--- src/spc_map.svh ---
// Register map, field positions, reset values and counts of the serial port controller
`ifndef SPC_MAP_SVH
`define SPC_MAP_SVH

// ----------------------------------------
// Register offsets
// ----------------------------------------
`define SPC_OFF_DATA 3'h0
`define SPC_OFF_CTL 3'h1
`define SPC_OFF_CFG 3'h2
`define SPC_OFF_DIV 3'h3
`define SPC_OFF_EVT 3'h4
`define SPC_OFF_MASK 3'h5

// ----------------------------------------
// Control and status fields
// ----------------------------------------
`define SPC_CN_EN 0
`define SPC_CN_MS 1
`define SPC_CN_FDE 2
`define SPC_CN_FLAG_LSB 3
`define SPC_CN_FLAG_MSB 6
`define SPC_CN_BUSY 7

// ----------------------------------------
// Format configuration fields
// ----------------------------------------
`define SPC_CF_POL 0
`define SPC_CF_PHA 1
`define SPC_CF_CHR 2
`define SPC_CF_IE 7
`define SPC_CF_MASK 8'h87

// ----------------------------------------
// Event bits (same order as the flags)
// ----------------------------------------
`define SPC_EV_FAULT 0
`define SPC_EV_WRITE_COLLISION_FLAG 1
`define SPC_EV_OVR 2
`define SPC_EV_DONE 3

// ----------------------------------------
// Reset values and counts
// ----------------------------------------
`define SPC_RST_WORD 16'h0000
`define SPC_RST_BYTE 8'h00
`define SPC_RST_CTL 7'h00
// Synchroniser reset levels: clock, data in, data out low, select high (idle)
`define SPC_SYNC_RST 4'h1
`define SPC_RST_EVT 4'h0
`define SPC_RST_MASK 4'hF
`define SPC_RST_EDGE 6'h00
`define SPC_CHAR_SHORT 6'h08
`define SPC_CHAR_LONG 6'h10
`define SPC_READ_ZERO 16'h0000

`endif

--- src/spc_pkg.sv ---
// Types shared by the serial port controller files
package spc_pkg;

    // Pins arriving from the link
    typedef struct packed {
        logic sclk;
        logic mosi;
        logic miso;
        logic ssel_n;
    } spc_pin_in_t;

    // Pins driven toward the link, each with its enable
    typedef struct packed {
        logic sclk_out;
        logic sclk_oe;
        logic mosi_out;
        logic mosi_oe;
        logic miso_out;
        logic miso_oe;
    } spc_pin_out_t;

    // Shift engine state
    typedef enum logic {
        SPC_IDLE,
        SPC_RUN
    } spc_state_t;

endpackage

--- src/spc_sync3.sv ---
// Three-stage input synchroniser with agreement filter
`timescale 1ns/100ps

// Reset level per bit, so a pin that idles high shows no false edge after reset
module spc_sync3 #(
    parameter int W = 4,
    parameter logic [W-1:0] RST = '0
) (
    input wire logic clock,
    input wire logic reset,
    input wire logic [W-1:0] d,
    output logic [W-1:0] q
);

    logic [W-1:0] s1_r;
    logic [W-1:0] s2_r;
    logic [W-1:0] s3_r;
    logic [W-1:0] q_r;
    logic [W-1:0] q_nxt;

    // ----------------------------------------
    // Filter: a bit moves only once stages two and three agree
    // ----------------------------------------
    always_comb
    begin
        q_nxt = q_r;
        for (int i = 0; i < W; i++)
        begin
            if (s2_r[i] == s3_r[i])
                q_nxt[i] = s3_r[i];
        end
    end

    // Stage one is read by stage two only, to keep metastability contained
    always_ff @(posedge clock)
    begin
        if (reset)
        begin
            s1_r <= RST;
            s2_r <= RST;
            s3_r <= RST;
            q_r <= RST;
        end
        else
        begin
            s1_r <= d;
            s2_r <= s1_r;
            s3_r <= s2_r;
            q_r <= q_nxt;
        end
    end

    assign q = q_r;

endmodule // spc_sync3

--- src/spc_port_ctrl.sv ---
// Serial peripheral port controller: registers, baud generator, shift engine
//
// Implementation choice: strobed register access.
`timescale 1ns/100ps
`include "spc_map.svh"

module spc_port_ctrl (
    input wire logic clock,
    input wire logic reset,
    input wire logic [2:0] reg_addr,
    input wire logic [15:0] reg_wdata,
    input wire logic reg_wr,
    input wire logic reg_rd,
    output logic [15:0] reg_rdata,
    input wire spc_pkg::spc_pin_in_t pin_in,
    output spc_pkg::spc_pin_out_t pin_out,
    output logic irq
);

    // ----------------------------------------
    // Declarations
    // ----------------------------------------
    spc_pkg::spc_pin_in_t pin_s;
    spc_pkg::spc_state_t st_r;
    spc_pkg::spc_state_t st_nxt;
    logic [6:0] ctl_r;
    logic [6:0] ctl_nxt;
    logic [7:0] cfg_r;
    logic [7:0] cfg_nxt;
    logic [7:0] div_r;
    logic [7:0] div_nxt;
    logic [15:0] tx_buf_r;
    logic [15:0] tx_buf_nxt;
    logic [15:0] rx_buf_r;
    logic [15:0] rx_buf_nxt;
    logic rx_full_r;
    logic rx_full_nxt;
    logic [3:0] evt_r;
    logic [3:0] evt_nxt;
    logic [3:0] mask_r;
    logic [3:0] mask_nxt;
    logic [15:0] rdata_r;
    logic [15:0] rdata_nxt;
    logic ssel_d_r;
    logic sclk_d_r;
    logic [7:0] div_cnt_r;
    logic [7:0] div_cnt_nxt;
    logic [5:0] edge_r;
    logic [5:0] edge_nxt;
    logic [15:0] tx_sh_r;
    logic [15:0] tx_sh_nxt;
    logic [15:0] rx_sh_r;
    logic [15:0] rx_sh_nxt;
    logic sclk_r;
    logic sclk_nxt;
    logic en;
    logic master;
    logic busy;
    logic ssel_act;
    logic ssel_fall;
    logic wr_data;
    logic rd_data;
    logic start_m;
    logic start_s;
    logic tick;
    logic edge_evt;
    logic sample_edge;
    logic in_bit;
    logic done;
    logic [5:0] last_edge;
    logic [15:0] rx_word;
    logic [15:0] tx_load;
    logic [3:0] hw_set;

    // ----------------------------------------
    // Input synchronisation
    // ----------------------------------------
    spc_sync3 #(
        .W(4),
        .RST(`SPC_SYNC_RST)
    ) u_sync (
        .clock(clock),
        .reset(reset),
        .d(pin_in),
        .q(pin_s)
    );

    // ----------------------------------------
    // Shared decode terms
    // ----------------------------------------
    assign en = ctl_r[`SPC_CN_EN];
    assign master = ctl_r[`SPC_CN_MS];
    assign busy = (st_r == spc_pkg::SPC_RUN);
    assign ssel_act = !pin_s.ssel_n;
    assign ssel_fall = ssel_d_r && !pin_s.ssel_n;
    assign wr_data = reg_wr && (reg_addr == `SPC_OFF_DATA);
    assign rd_data = reg_rd && (reg_addr == `SPC_OFF_DATA);
    // Master starts on an accepted data write while enabled
    assign start_m = wr_data && !busy && en && master;
    // Slave starts when its select goes active
    assign start_s = !busy && en && !master && ssel_fall;
    // Twice the character length edges, counted from zero
    assign last_edge = (cfg_r[`SPC_CF_CHR] ? `SPC_CHAR_LONG : `SPC_CHAR_SHORT) * 6'h02 - 6'h01;
    // Half-period tick; only counts in master mode
    assign tick = master && busy && (div_cnt_r == div_r);
    // Sample on even edges for phase zero, odd for phase one
    assign sample_edge = (edge_r[0] == cfg_r[`SPC_CF_PHA]);
    assign in_bit = master ? pin_s.miso : pin_s.mosi;
    // Eight-bit characters sit in the upper byte so bit 15 leads
    assign tx_load = cfg_r[`SPC_CF_CHR] ? tx_buf_nxt : {tx_buf_nxt[7:0], `SPC_RST_BYTE};

    // Slave edges come from the filtered clock pin
    always_comb
    begin
        edge_evt = tick;
        if (!master)
            edge_evt = busy && (pin_s.sclk != sclk_d_r);
    end

    // ----------------------------------------
    // Shift engine next state
    // ----------------------------------------
    always_comb
    begin
        st_nxt = st_r;
        div_cnt_nxt = div_cnt_r;
        edge_nxt = edge_r;
        tx_sh_nxt = tx_sh_r;
        rx_sh_nxt = rx_sh_r;
        sclk_nxt = sclk_r;
        done = 1'b0;
        rx_word = rx_sh_r;
        unique case (st_r)
            spc_pkg::SPC_IDLE:
            begin
                // Idle clock level equals polarity
                sclk_nxt = cfg_r[`SPC_CF_POL];
                div_cnt_nxt = `SPC_RST_BYTE;
                edge_nxt = `SPC_RST_EDGE;
                if (start_m || start_s)
                begin
                    st_nxt = spc_pkg::SPC_RUN;
                    tx_sh_nxt = start_m ? tx_load : (cfg_r[`SPC_CF_CHR] ? tx_buf_r
                        : {tx_buf_r[7:0], `SPC_RST_BYTE});
                    rx_sh_nxt = `SPC_RST_WORD;
                end
            end
            spc_pkg::SPC_RUN:
            begin
                // Divider counts only while mastering
                if (master)
                    div_cnt_nxt = tick ? `SPC_RST_BYTE : div_cnt_r + 8'h01;
                if (edge_evt)
                begin
                    sclk_nxt = master ? !sclk_r : sclk_r;
                    edge_nxt = edge_r + 6'h01;
                    if (sample_edge)
                        rx_sh_nxt = {rx_sh_r[14:0], in_bit};
                    else if (edge_r != `SPC_RST_EDGE)
                        tx_sh_nxt = {tx_sh_r[14:0], 1'b0};
                    if (edge_r == last_edge)
                    begin
                        st_nxt = spc_pkg::SPC_IDLE;
                        done = 1'b1;
                        rx_word = rx_sh_nxt;
                    end
                end
                // A slave deselected mid-character abandons it silently
                if (!master && !ssel_act)
                    st_nxt = spc_pkg::SPC_IDLE;
                // Disabling stops engine and baud generator at once
                if (!en)
                begin
                    st_nxt = spc_pkg::SPC_IDLE;
                    done = 1'b0;
                end
            end
        endcase
    end

    // Engine registers
    always_ff @(posedge clock)
    begin
        if (reset)
        begin
            st_r <= spc_pkg::SPC_IDLE;
            div_cnt_r <= `SPC_RST_BYTE;
            edge_r <= `SPC_RST_EDGE;
            tx_sh_r <= `SPC_RST_WORD;
            rx_sh_r <= `SPC_RST_WORD;
            sclk_r <= 1'b0;
            sclk_d_r <= 1'b0;
            ssel_d_r <= 1'b1;
        end
        else
        begin
            st_r <= st_nxt;
            div_cnt_r <= div_cnt_nxt;
            edge_r <= edge_nxt;
            tx_sh_r <= tx_sh_nxt;
            rx_sh_r <= rx_sh_nxt;
            sclk_r <= sclk_nxt;
            sclk_d_r <= pin_s.sclk;
            ssel_d_r <= pin_s.ssel_n;
        end
    end

    // ----------------------------------------
    // Hardware flag events
    // ----------------------------------------
    always_comb
    begin
        hw_set = `SPC_RST_EVT;
        // Select is only a fault input when mastering with detection on
        hw_set[`SPC_EV_FAULT] = en && master && ctl_r[`SPC_CN_FDE] && ssel_fall;
        hw_set[`SPC_EV_WRITE_COLLISION_FLAG] = wr_data && busy;
        // A read in the same cycle frees the buffer first
        hw_set[`SPC_EV_OVR] = done && rx_full_r && !rd_data;
        hw_set[`SPC_EV_DONE] = done;
    end

    // ----------------------------------------
    // Register file next state
    // ----------------------------------------
    always_comb
    begin
        ctl_nxt = ctl_r;
        cfg_nxt = cfg_r;
        div_nxt = div_r;
        tx_buf_nxt = tx_buf_r;
        rx_buf_nxt = rx_buf_r;
        rx_full_nxt = rx_full_r;
        evt_nxt = evt_r;
        mask_nxt = mask_r;
        rdata_nxt = `SPC_READ_ZERO;
        // Data writes during a transfer are dropped
        if (wr_data && !busy)
            tx_buf_nxt = reg_wdata;
        if (reg_wr && (reg_addr == `SPC_OFF_CTL))
        begin
            ctl_nxt = reg_wdata[6:0];
            // Rising master select is refused while selected
            if (!master && reg_wdata[`SPC_CN_MS] && ssel_act)
                ctl_nxt[`SPC_CN_MS] = 1'b0;
        end
        if (reg_wr && (reg_addr == `SPC_OFF_CFG))
            cfg_nxt = reg_wdata[7:0] & `SPC_CF_MASK;
        if (reg_wr && (reg_addr == `SPC_OFF_DIV))
            div_nxt = reg_wdata[7:0];
        if (reg_wr && (reg_addr == `SPC_OFF_MASK))
            mask_nxt = reg_wdata[3:0];
        if (reg_wr && (reg_addr == `SPC_OFF_EVT))
            evt_nxt = evt_r & ~reg_wdata[3:0];
        // Hardware sets win over any software clear in the same cycle
        ctl_nxt[`SPC_CN_FLAG_MSB:`SPC_CN_FLAG_LSB] = ctl_nxt[`SPC_CN_FLAG_MSB:`SPC_CN_FLAG_LSB] | hw_set;
        evt_nxt = evt_nxt | hw_set;
        // Receive buffer keeps the older character on overrun
        if (rd_data)
            rx_full_nxt = 1'b0;
        if (done && !hw_set[`SPC_EV_OVR])
        begin
            rx_buf_nxt = cfg_r[`SPC_CF_CHR] ? rx_word : {`SPC_RST_BYTE, rx_word[7:0]};
            rx_full_nxt = 1'b1;
        end
        // Read data, answered the cycle after the strobe
        if (reg_rd)
        begin
            case (reg_addr)
                `SPC_OFF_DATA: rdata_nxt = rx_buf_r;
                `SPC_OFF_CTL: rdata_nxt = {8'h00, busy, ctl_r};
                `SPC_OFF_CFG: rdata_nxt = {8'h00, cfg_r};
                `SPC_OFF_DIV: rdata_nxt = {8'h00, div_r};
                `SPC_OFF_EVT: rdata_nxt = {12'h000, evt_r};
                `SPC_OFF_MASK: rdata_nxt = {12'h000, mask_r};
                default: rdata_nxt = `SPC_READ_ZERO;
            endcase
        end
    end

    // Register file registers; reset clears all of them except the mask, which resets to all ones
    always_ff @(posedge clock)
    begin
        if (reset)
        begin
            ctl_r <= `SPC_RST_CTL;
            cfg_r <= `SPC_RST_BYTE;
            div_r <= `SPC_RST_BYTE;
            tx_buf_r <= `SPC_RST_WORD;
            rx_buf_r <= `SPC_RST_WORD;
            rx_full_r <= 1'b0;
            evt_r <= `SPC_RST_EVT;
            mask_r <= `SPC_RST_MASK;
            rdata_r <= `SPC_READ_ZERO;
        end
        else
        begin
            ctl_r <= ctl_nxt;
            cfg_r <= cfg_nxt;
            div_r <= div_nxt;
            tx_buf_r <= tx_buf_nxt;
            rx_buf_r <= rx_buf_nxt;
            rx_full_r <= rx_full_nxt;
            evt_r <= evt_nxt;
            mask_r <= mask_nxt;
            rdata_r <= rdata_nxt;
        end
    end

    // ----------------------------------------
    // Outputs
    // ----------------------------------------
    assign reg_rdata = rdata_r;
    // Software-set flags also interrupt, since the flag itself is the source
    assign irq = cfg_r[`SPC_CF_IE]
        && |((ctl_r[`SPC_CN_FLAG_MSB:`SPC_CN_FLAG_LSB] | evt_r) & mask_r);

    // Pins: master owns clock and data out, slave drives only while selected
    always_comb
    begin
        pin_out.sclk_out = sclk_r;
        pin_out.sclk_oe = en && master;
        pin_out.mosi_out = tx_sh_r[15];
        pin_out.mosi_oe = en && master;
        pin_out.miso_out = tx_sh_r[15];
        pin_out.miso_oe = en && !master && ssel_act;
    end

endmodule // spc_port_ctrl

--- config.mk ---
export PLATFORM = sky130hd
export DESIGN_NAME = spc_port_ctrl
export DESIGN_NICKNAME = d
export VERILOG_FILES = /design/src/spc_pkg.sv /design/src/spc_sync3.sv /design/src/spc_port_ctrl.sv
export VERILOG_INCLUDE_DIRS = /design/src
export SDC_FILE = /design/constraint.sdc
export NUM_CORES = 1
export LEC_CHECK = 0
export BUFFER_PORTS_ARGS = -buffer_cell sky130_fd_sc_hd__buf_2
export CAP_MARGIN = 25
export CORE_MARGIN = 2
export CORE_UTILIZATION = 23
export DETAILED_ROUTE_END_ITERATION = 7
export PLACE_DENSITY = 0.36
export SLEW_MARGIN = 20
export SYNTH_ARGS = -nofsm -noshare
export SYNTH_HDL_FRONTEND = slang
export SYNTH_SLANG_ARGS = --single-unit
--- constraint.sdc ---
create_clock -name clock -period 6.35 [get_ports clock]
set_clock_uncertainty 0.2 [all_clocks]
set_input_delay 0.635 -clock clock [delete_from_list [all_inputs] [get_ports clock]]
set_output_delay 0.635 -clock clock [all_outputs]
set_load 0.02 [all_outputs]
==> results of run 1 <==
-- routing by layer --
layer  wire, µm  vias to the layer above
li1           -                     2600
met1       9640                     2451
met2       8430                       75
met3        510                        7
met4        149                        0
met5          0                        -
-- cell type report --
class                           count  area [µm²]
Fill cell                        2992       20200
Inverter                           18        67.6
Clock buffer                       18         439
Sequential cell                   142        2840
Tap cell                          378         473
Multi-Input combinational cell    516        3280
Timing Repair Buffer               59         323
Clock inverter                     14         120
-- flip-flops by register name, summed over array words and instances (netlist names), 7 cells and up --
signal / count
tx_buf_r: 16
rx_sh_r: 16
reg_rdata: 16
ctl_r: 7
rx_buf_r: 16
div_cnt_r: 8
tx_sh_r: 16
div_r: 8
-- worst max-delay path, cell delays in order, from the launching register on --
cell and delay, ps:
dfxtp_1 860, nand3b_1 420, nor2_4 520, mux2i_1 340, a2111oi_2 100, mux2_2 280
-- logic make-up after synthesis --
kind of cell | after synthesis
simple gates | 255
compound gates | 184
flops | 142
buf+inv | 70
mux | 60
xor+xnor | 14
fa+ha+maj | 3
-- cells in the final DEF, fill, tap and decap left out, types with 4 or more instances in the layout --
cell,count
dfxtp_1,142
a21oi_1,78
a22o_1,12
nor2b_1,34
a41oi_1,5
nand2_1,110
mux2i_1,21
inv_6,5
mux2_2,37
and2_1,11
xor2_1,11
and3_1,5
a31oi_1,9
a311oi_1,12
or2_2,5
inv_1,18
buf_4,11
nand2b_1,22
nand3_1,9
buf_2,48
o221ai_1,7
o31ai_1,4
clkbuf_16,17
a211o_1,4
o21ai_0,36
nor2_1,33
-- how the worst max path moves through the flow --
stage | startpoint | endpoint | cells after the start
after global placement | reg_addr[0] | tx_sh_r[8]$_SDFFE_PP0P_ | 6
after detailed placement | reg_addr[0] | tx_sh_r[9]$_SDFFE_PP0P_ | 6
final | ctl_r[1]$_SDFFE_PP0P_ | tx_sh_r[9]$_SDFFE_PP0P_ | 5
after global routing | ctl_r[1]$_SDFFE_PP0P_ | tx_sh_r[10]$_SDFFE_PP0P_ | 5
after CTS | ctl_r[1]$_SDFFE_PP0P_ | tx_sh_r[9]$_SDFFE_PP0P_ | 5
after floorplan | reg_addr[2] | tx_sh_r[8]$_SDFFE_PP0P_ | 7
-- power by group --
part           switching (mW)  internal [mW]
Clock                   0.441          0.523
Sequential            0.00824          0.900
Combinational          0.0556         0.0286
Total                   0.505           1.45
==> metrics, run 1 <==
FF-to-FF setup slack 3500 ps; initial core utilization 0.232; CTS Buf Count 17; Total GRT Usage 0.133; Critical Path Source Type flop; Syn Inst Count roughly 730; post-route setup slack between 3000 and 4000 ps; Avg Vias per Cell between 4 and 5; placed cell areas approximately 7000 µm²; Synth Area in Simple Gates 0.202; vias in the first global route 5,025; fmax 351 MHz; Post-Synth Adder-Cell Area 0.00583; number of enable flip-flop cells after synthesis 0; Avg WL per Cell 16.4 µm; GRT busiest layer met2; FF-to-FF path depth 5; worst-margin pin slew 826 ps; status complete, no violations; final setup TNS 0 ps; Clock Pin Slew Worst Setup and Hold Paths 70 ps; first-pass GRT wire length 29,700 µm; Die Width 171 µm; vias after detailed routing 5,133; #FFs+latches synth 142; met1 Use GR 0.188; Core Footprint 27,700 µm²; Worst EP arrival 2960 ps; Compound-Gate Fraction of Synth Area 0.178; GR Overflow Total 0; crit path capture type flop; final setup fails 0; Clock Path Buffers 2; post-route cell area 7550 µm²; Max-Cap Viols 0; IO buf count a little under 50; fraction of registers with async set or reset after synthesis 0; multiplexer share of the synthesized area 0.104; Peak VDD IR 0.119 mV; Final Cycle Share 0.449; postcts setup bufs 0; Syn Nets between 700 and 800; share of layout cells above drive strength 1 0.186; Worst Hold Class in -> reg; Synth Cell Area 6440 µm²; Pwr Total 1.96 mW; Max-slew headroom 0.449; Util after Layout 0.272; leading area contributor after synthesis dfxtp_1; Final HPWL DP 12,300 µm; crit path max fanout 18; largest family of logic cells by synthesized area simple AND/OR/NAND/NOR gates; leakage 2.67 nW; # DRC 0; CTS Hold Buffers Added 0; WP data required 6460 ps; most used flip-flop cell after synthesis dfxtp_1; Cell Rows roughly 60; Post-Synth XOR/XNOR Area 0.0190; Hold Path Sink u_sync.s1_r[0]$_SDFF_PP1_; RSZ-0062 raised after global routing no; CTS tree built; largest cells by area after synthesis dfxtp_1 (44%), mux2_2 (6.5%), nand2_1 (6.4%), a21oi_1 (6.1%), nor2b_1 (3.3%); first-pass detailed-route iteration total 5; pin count of the biggest net entering global routing 73; Antenna Nets Post-Route 0; initial drt markers 303; WHS 202 ps; register area share after synthesis 0.442; Die Span Y 171 µm; I/O Pins 50; dpl cells 1,113; Routed WL 18,700 µm; fin crit period 2850 ps; cell with the most instances after synthesis dfxtp_1; Die ar. 29,300 µm²; reg-to-reg critical path startpoint ctl_r[1]$_SDFFE_PP0P_; htree depth 4; Commonest cells post-synth dfxtp_1 (142), nand2_1 (110), a21oi_1 (79), mux2_2 (37), o21ai_0 (36); Clock Sinks between 100 and 150; R2R Path End tx_sh_r[9]$_SDFFE_PP0P_; met3 track utilization from global routing 0.0265; Min-Delay Path Depth 2; pre-CTS WS 3140 ps; Synth cell types 56; Worst Hold Launch pin_in[0]; initial antenna violation count 0; cts repair resizes 0; M2 GR Usage 0.204; Non-Filler Instances 1,145; share of Yosys cell area claimed by the top area cell type 0.442; CTS Root Cell clkbuf_16; Clk Latency, worst-skew pair 420 ps; Mean Syn Cell Area 8.84 µm²; synth warn 0; Nets between 700 and 800; Final Slew Violations 0; Inserted Diodes 0; pwr dens 259 nW/µm²; P&R area growth vs syn 17.3%; RePlAce Congestion roughly 0.72; critical path class reg -> reg; final hold vios 0
(Power assumes the default switching activity.)
==> run 2: changes to the inputs <==
- clock period: 6.35 -> 2.86 ns (I/O delays scaled with it)
==> metrics, run 2 (same netlist as run 1, synthesis figures left out) <==
status complete, no violations (unchanged); final hold vios 0 (unchanged); met3 track utilization from global routing 0.0249 (was 0.0265); Avg WL per Cell 16.1 µm (was 16.4 µm); Clk Latency, worst-skew pair 420 ps (about the same); worst-margin pin slew 886 ps (was 826 ps); P&R area growth vs syn 22.5% (was 17.3%); first-pass detailed-route iteration total 4 (was 5); fin crit period 2520 ps (was 2850 ps); fmax 397 MHz (was 351 MHz); RSZ-0062 raised after global routing no (unchanged); met1 Use GR 0.184 (was 0.188); Final HPWL DP 13,000 µm (was 12,300 µm); Clock Pin Slew Worst Setup and Hold Paths 70 ps (about the same); crit-path most repeated cell o21ai_0; M2 GR Usage 0.216 (was 0.204); most frequent cells in the layout dfxtp_1 (142), nand2_1 (110), a21oi_1 (79), buf_2 (48), mux2_2 (37) (was dfxtp_1 (142), nand2_1 (110), a21oi_1 (78), buf_2 (48), mux2_2 (37)); Avg Vias per Cell 4.47 (was 4.48); Die Width 171 µm (unchanged); IO buf count 49 (unchanged); Clock Path Buffers 2 (unchanged); Max stage delay on crit path 730 ps (was 860 ps); Peak VDD IR 0.278 mV (was 0.119 mV); htree depth 4 (unchanged); final setup fails 0 (unchanged); Clock Sinks 142 (unchanged); vias in the first global route 5,226 (was 5,025); Pwr Total 4.42 mW (was 1.96 mW); crit path capture type flop (unchanged); fillers 2,957 (was 2,992); pwr dens 561 nW/µm² (was 259 nW/µm²); critical path class reg -> reg (unchanged); Core Footprint 27,700 µm² (unchanged); Cell Rows 61 (unchanged); Routed WL 19,000 µm (was 18,700 µm); RePlAce Congestion 0.745 (was 0.717); Final Cycle Share 0.880 (was 0.449); vias after detailed routing 5,278 (was 5,133); CTS Buf Count 17 (unchanged); Inserted Diodes 0 (unchanged); # DRC 0 (unchanged); WHS 6.56 ps (was 202 ps); Critical Path Source Type flop (unchanged); GRT busiest layer met2 (unchanged); I/O Pins 50 (unchanged); Nets 821 (was 784); initial antenna violation count 0 (unchanged); Slowest cell on crit path a41oi_1 (was dfxtp_1); pin count of the biggest net entering global routing 83 (was 73); Final Slew Violations 0 (unchanged); Die ar. 29,300 µm² (unchanged); GR Overflow Total 0 (unchanged); Total GRT Usage 0.135 (was 0.133); worst-path cell chain xor2_1, nor4_4, a41oi_1, o21ai_0, o21ai_0 (was nand3b_1, nor2_4, mux2i_1, a2111oi_2, mux2_2); most common cell after layout, fill and taps aside dfxtp_1 (unchanged); postcts setup bufs 0 (unchanged); CTS tree built (unchanged); initial core utilization 0.232 (unchanged); Worst Hold Class in -> reg (unchanged); Non-Filler Instances 1,182 (was 1,145); Util after Layout 0.285 (was 0.272); share of layout cells above drive strength 1 0.201 (was 0.186); dpl cells 1,133 (was 1,113); crit path max fanout 10 (was 18); final setup TNS 0 ps (unchanged); Max-Cap Viols 0 (unchanged); WP data required 3000 ps (was 6460 ps); Die Span Y 171 µm (unchanged); CTS Root Cell clkbuf_16 (unchanged); Antenna Nets Post-Route 0 (unchanged); first-pass GRT wire length 30,400 µm (was 29,700 µm); initial drt markers 249 (was 303); Max-slew headroom 0.409 (was 0.449); Worst EP arrival 2660 ps (was 2960 ps); leakage 2.86 nW (was 2.67 nW)
## run 2: changes by cell type in the layout (fill, tap and decap cells not counted), moves of 2 or more
cell | previous run | this run
inv_8 | 2 | 4
dlygate4sd3_1 | 0 | 17
clkinvlp_4 | 3 | 0
buf_4 | 11 | 30
## run 2: area by class of cell
cell class | instances | area, µm² | share of cell area
tap | 378 | 473 | 0.0600
inverter | 18 | 67.6 | 0.00856
clock buffer | 17 | 425 | 0.0539
sequential | 142 | 2840 | 0.360
timing repair buffer | 96 | 656 | 0.0831
clock inverter | 15 | 145 | 0.0184
multi-input combinational | 516 | 3280 | 0.416
## run 2: worst paths after layout
path,from,end,slack (ps),cells after the start
min,reset,u_sync.q[1]$_SDFFE_PP0N_,7,2
min reg2reg,u_sync.s1_r[0]$_SDFF_PP1_,u_sync.s2_r[0]$_SDFF_PP1_,220,1
max,div_cnt_r[5]$_SDFFE_PP0N_,rx_sh_r[0]$_SDFFE_PP0P_,340,5
max reg2reg,div_cnt_r[5]$_SDFFE_PP0N_,rx_sh_r[0]$_SDFFE_PP0P_,340,5
## run 2: stage by stage
stage	setup WS, ps	cell area (µm²)
CTS	306	7890
detailed placement	243	7150
global route	116	7890
finish	344	7890
floorplan	668	6440
global placement	327	7150
## run 2: worst max-delay path: cells and delay by family (launching register included)
family	cells	cell delay, ps
xor gates and xnor gates	1	270
and+or+nand+nor	1	90
AOI/OAI and AO/OA	3	1400
DFF	1	480
## run 2: what timing repair did
action | 4_1_cts | 5_1_grt
hold endpoints to repair | 22 | 0
hold buffers | 17 | 0
resized for setup | 0 | 0
## run 2: where the power goes
group          switching, mW  internal, mW  total [mW]
Clock                   1.03          1.16        2.19
Sequential            0.0147          2.00        2.01
Combinational          0.132        0.0882       0.220
## run 2: layer usage
layer / part of all wire / wire length [µm]
met1: 0.50 / 9440
met3: 0.027 / 507
met5: 0 / 0
met4: 0.014 / 261
met2: 0.46 / 8820
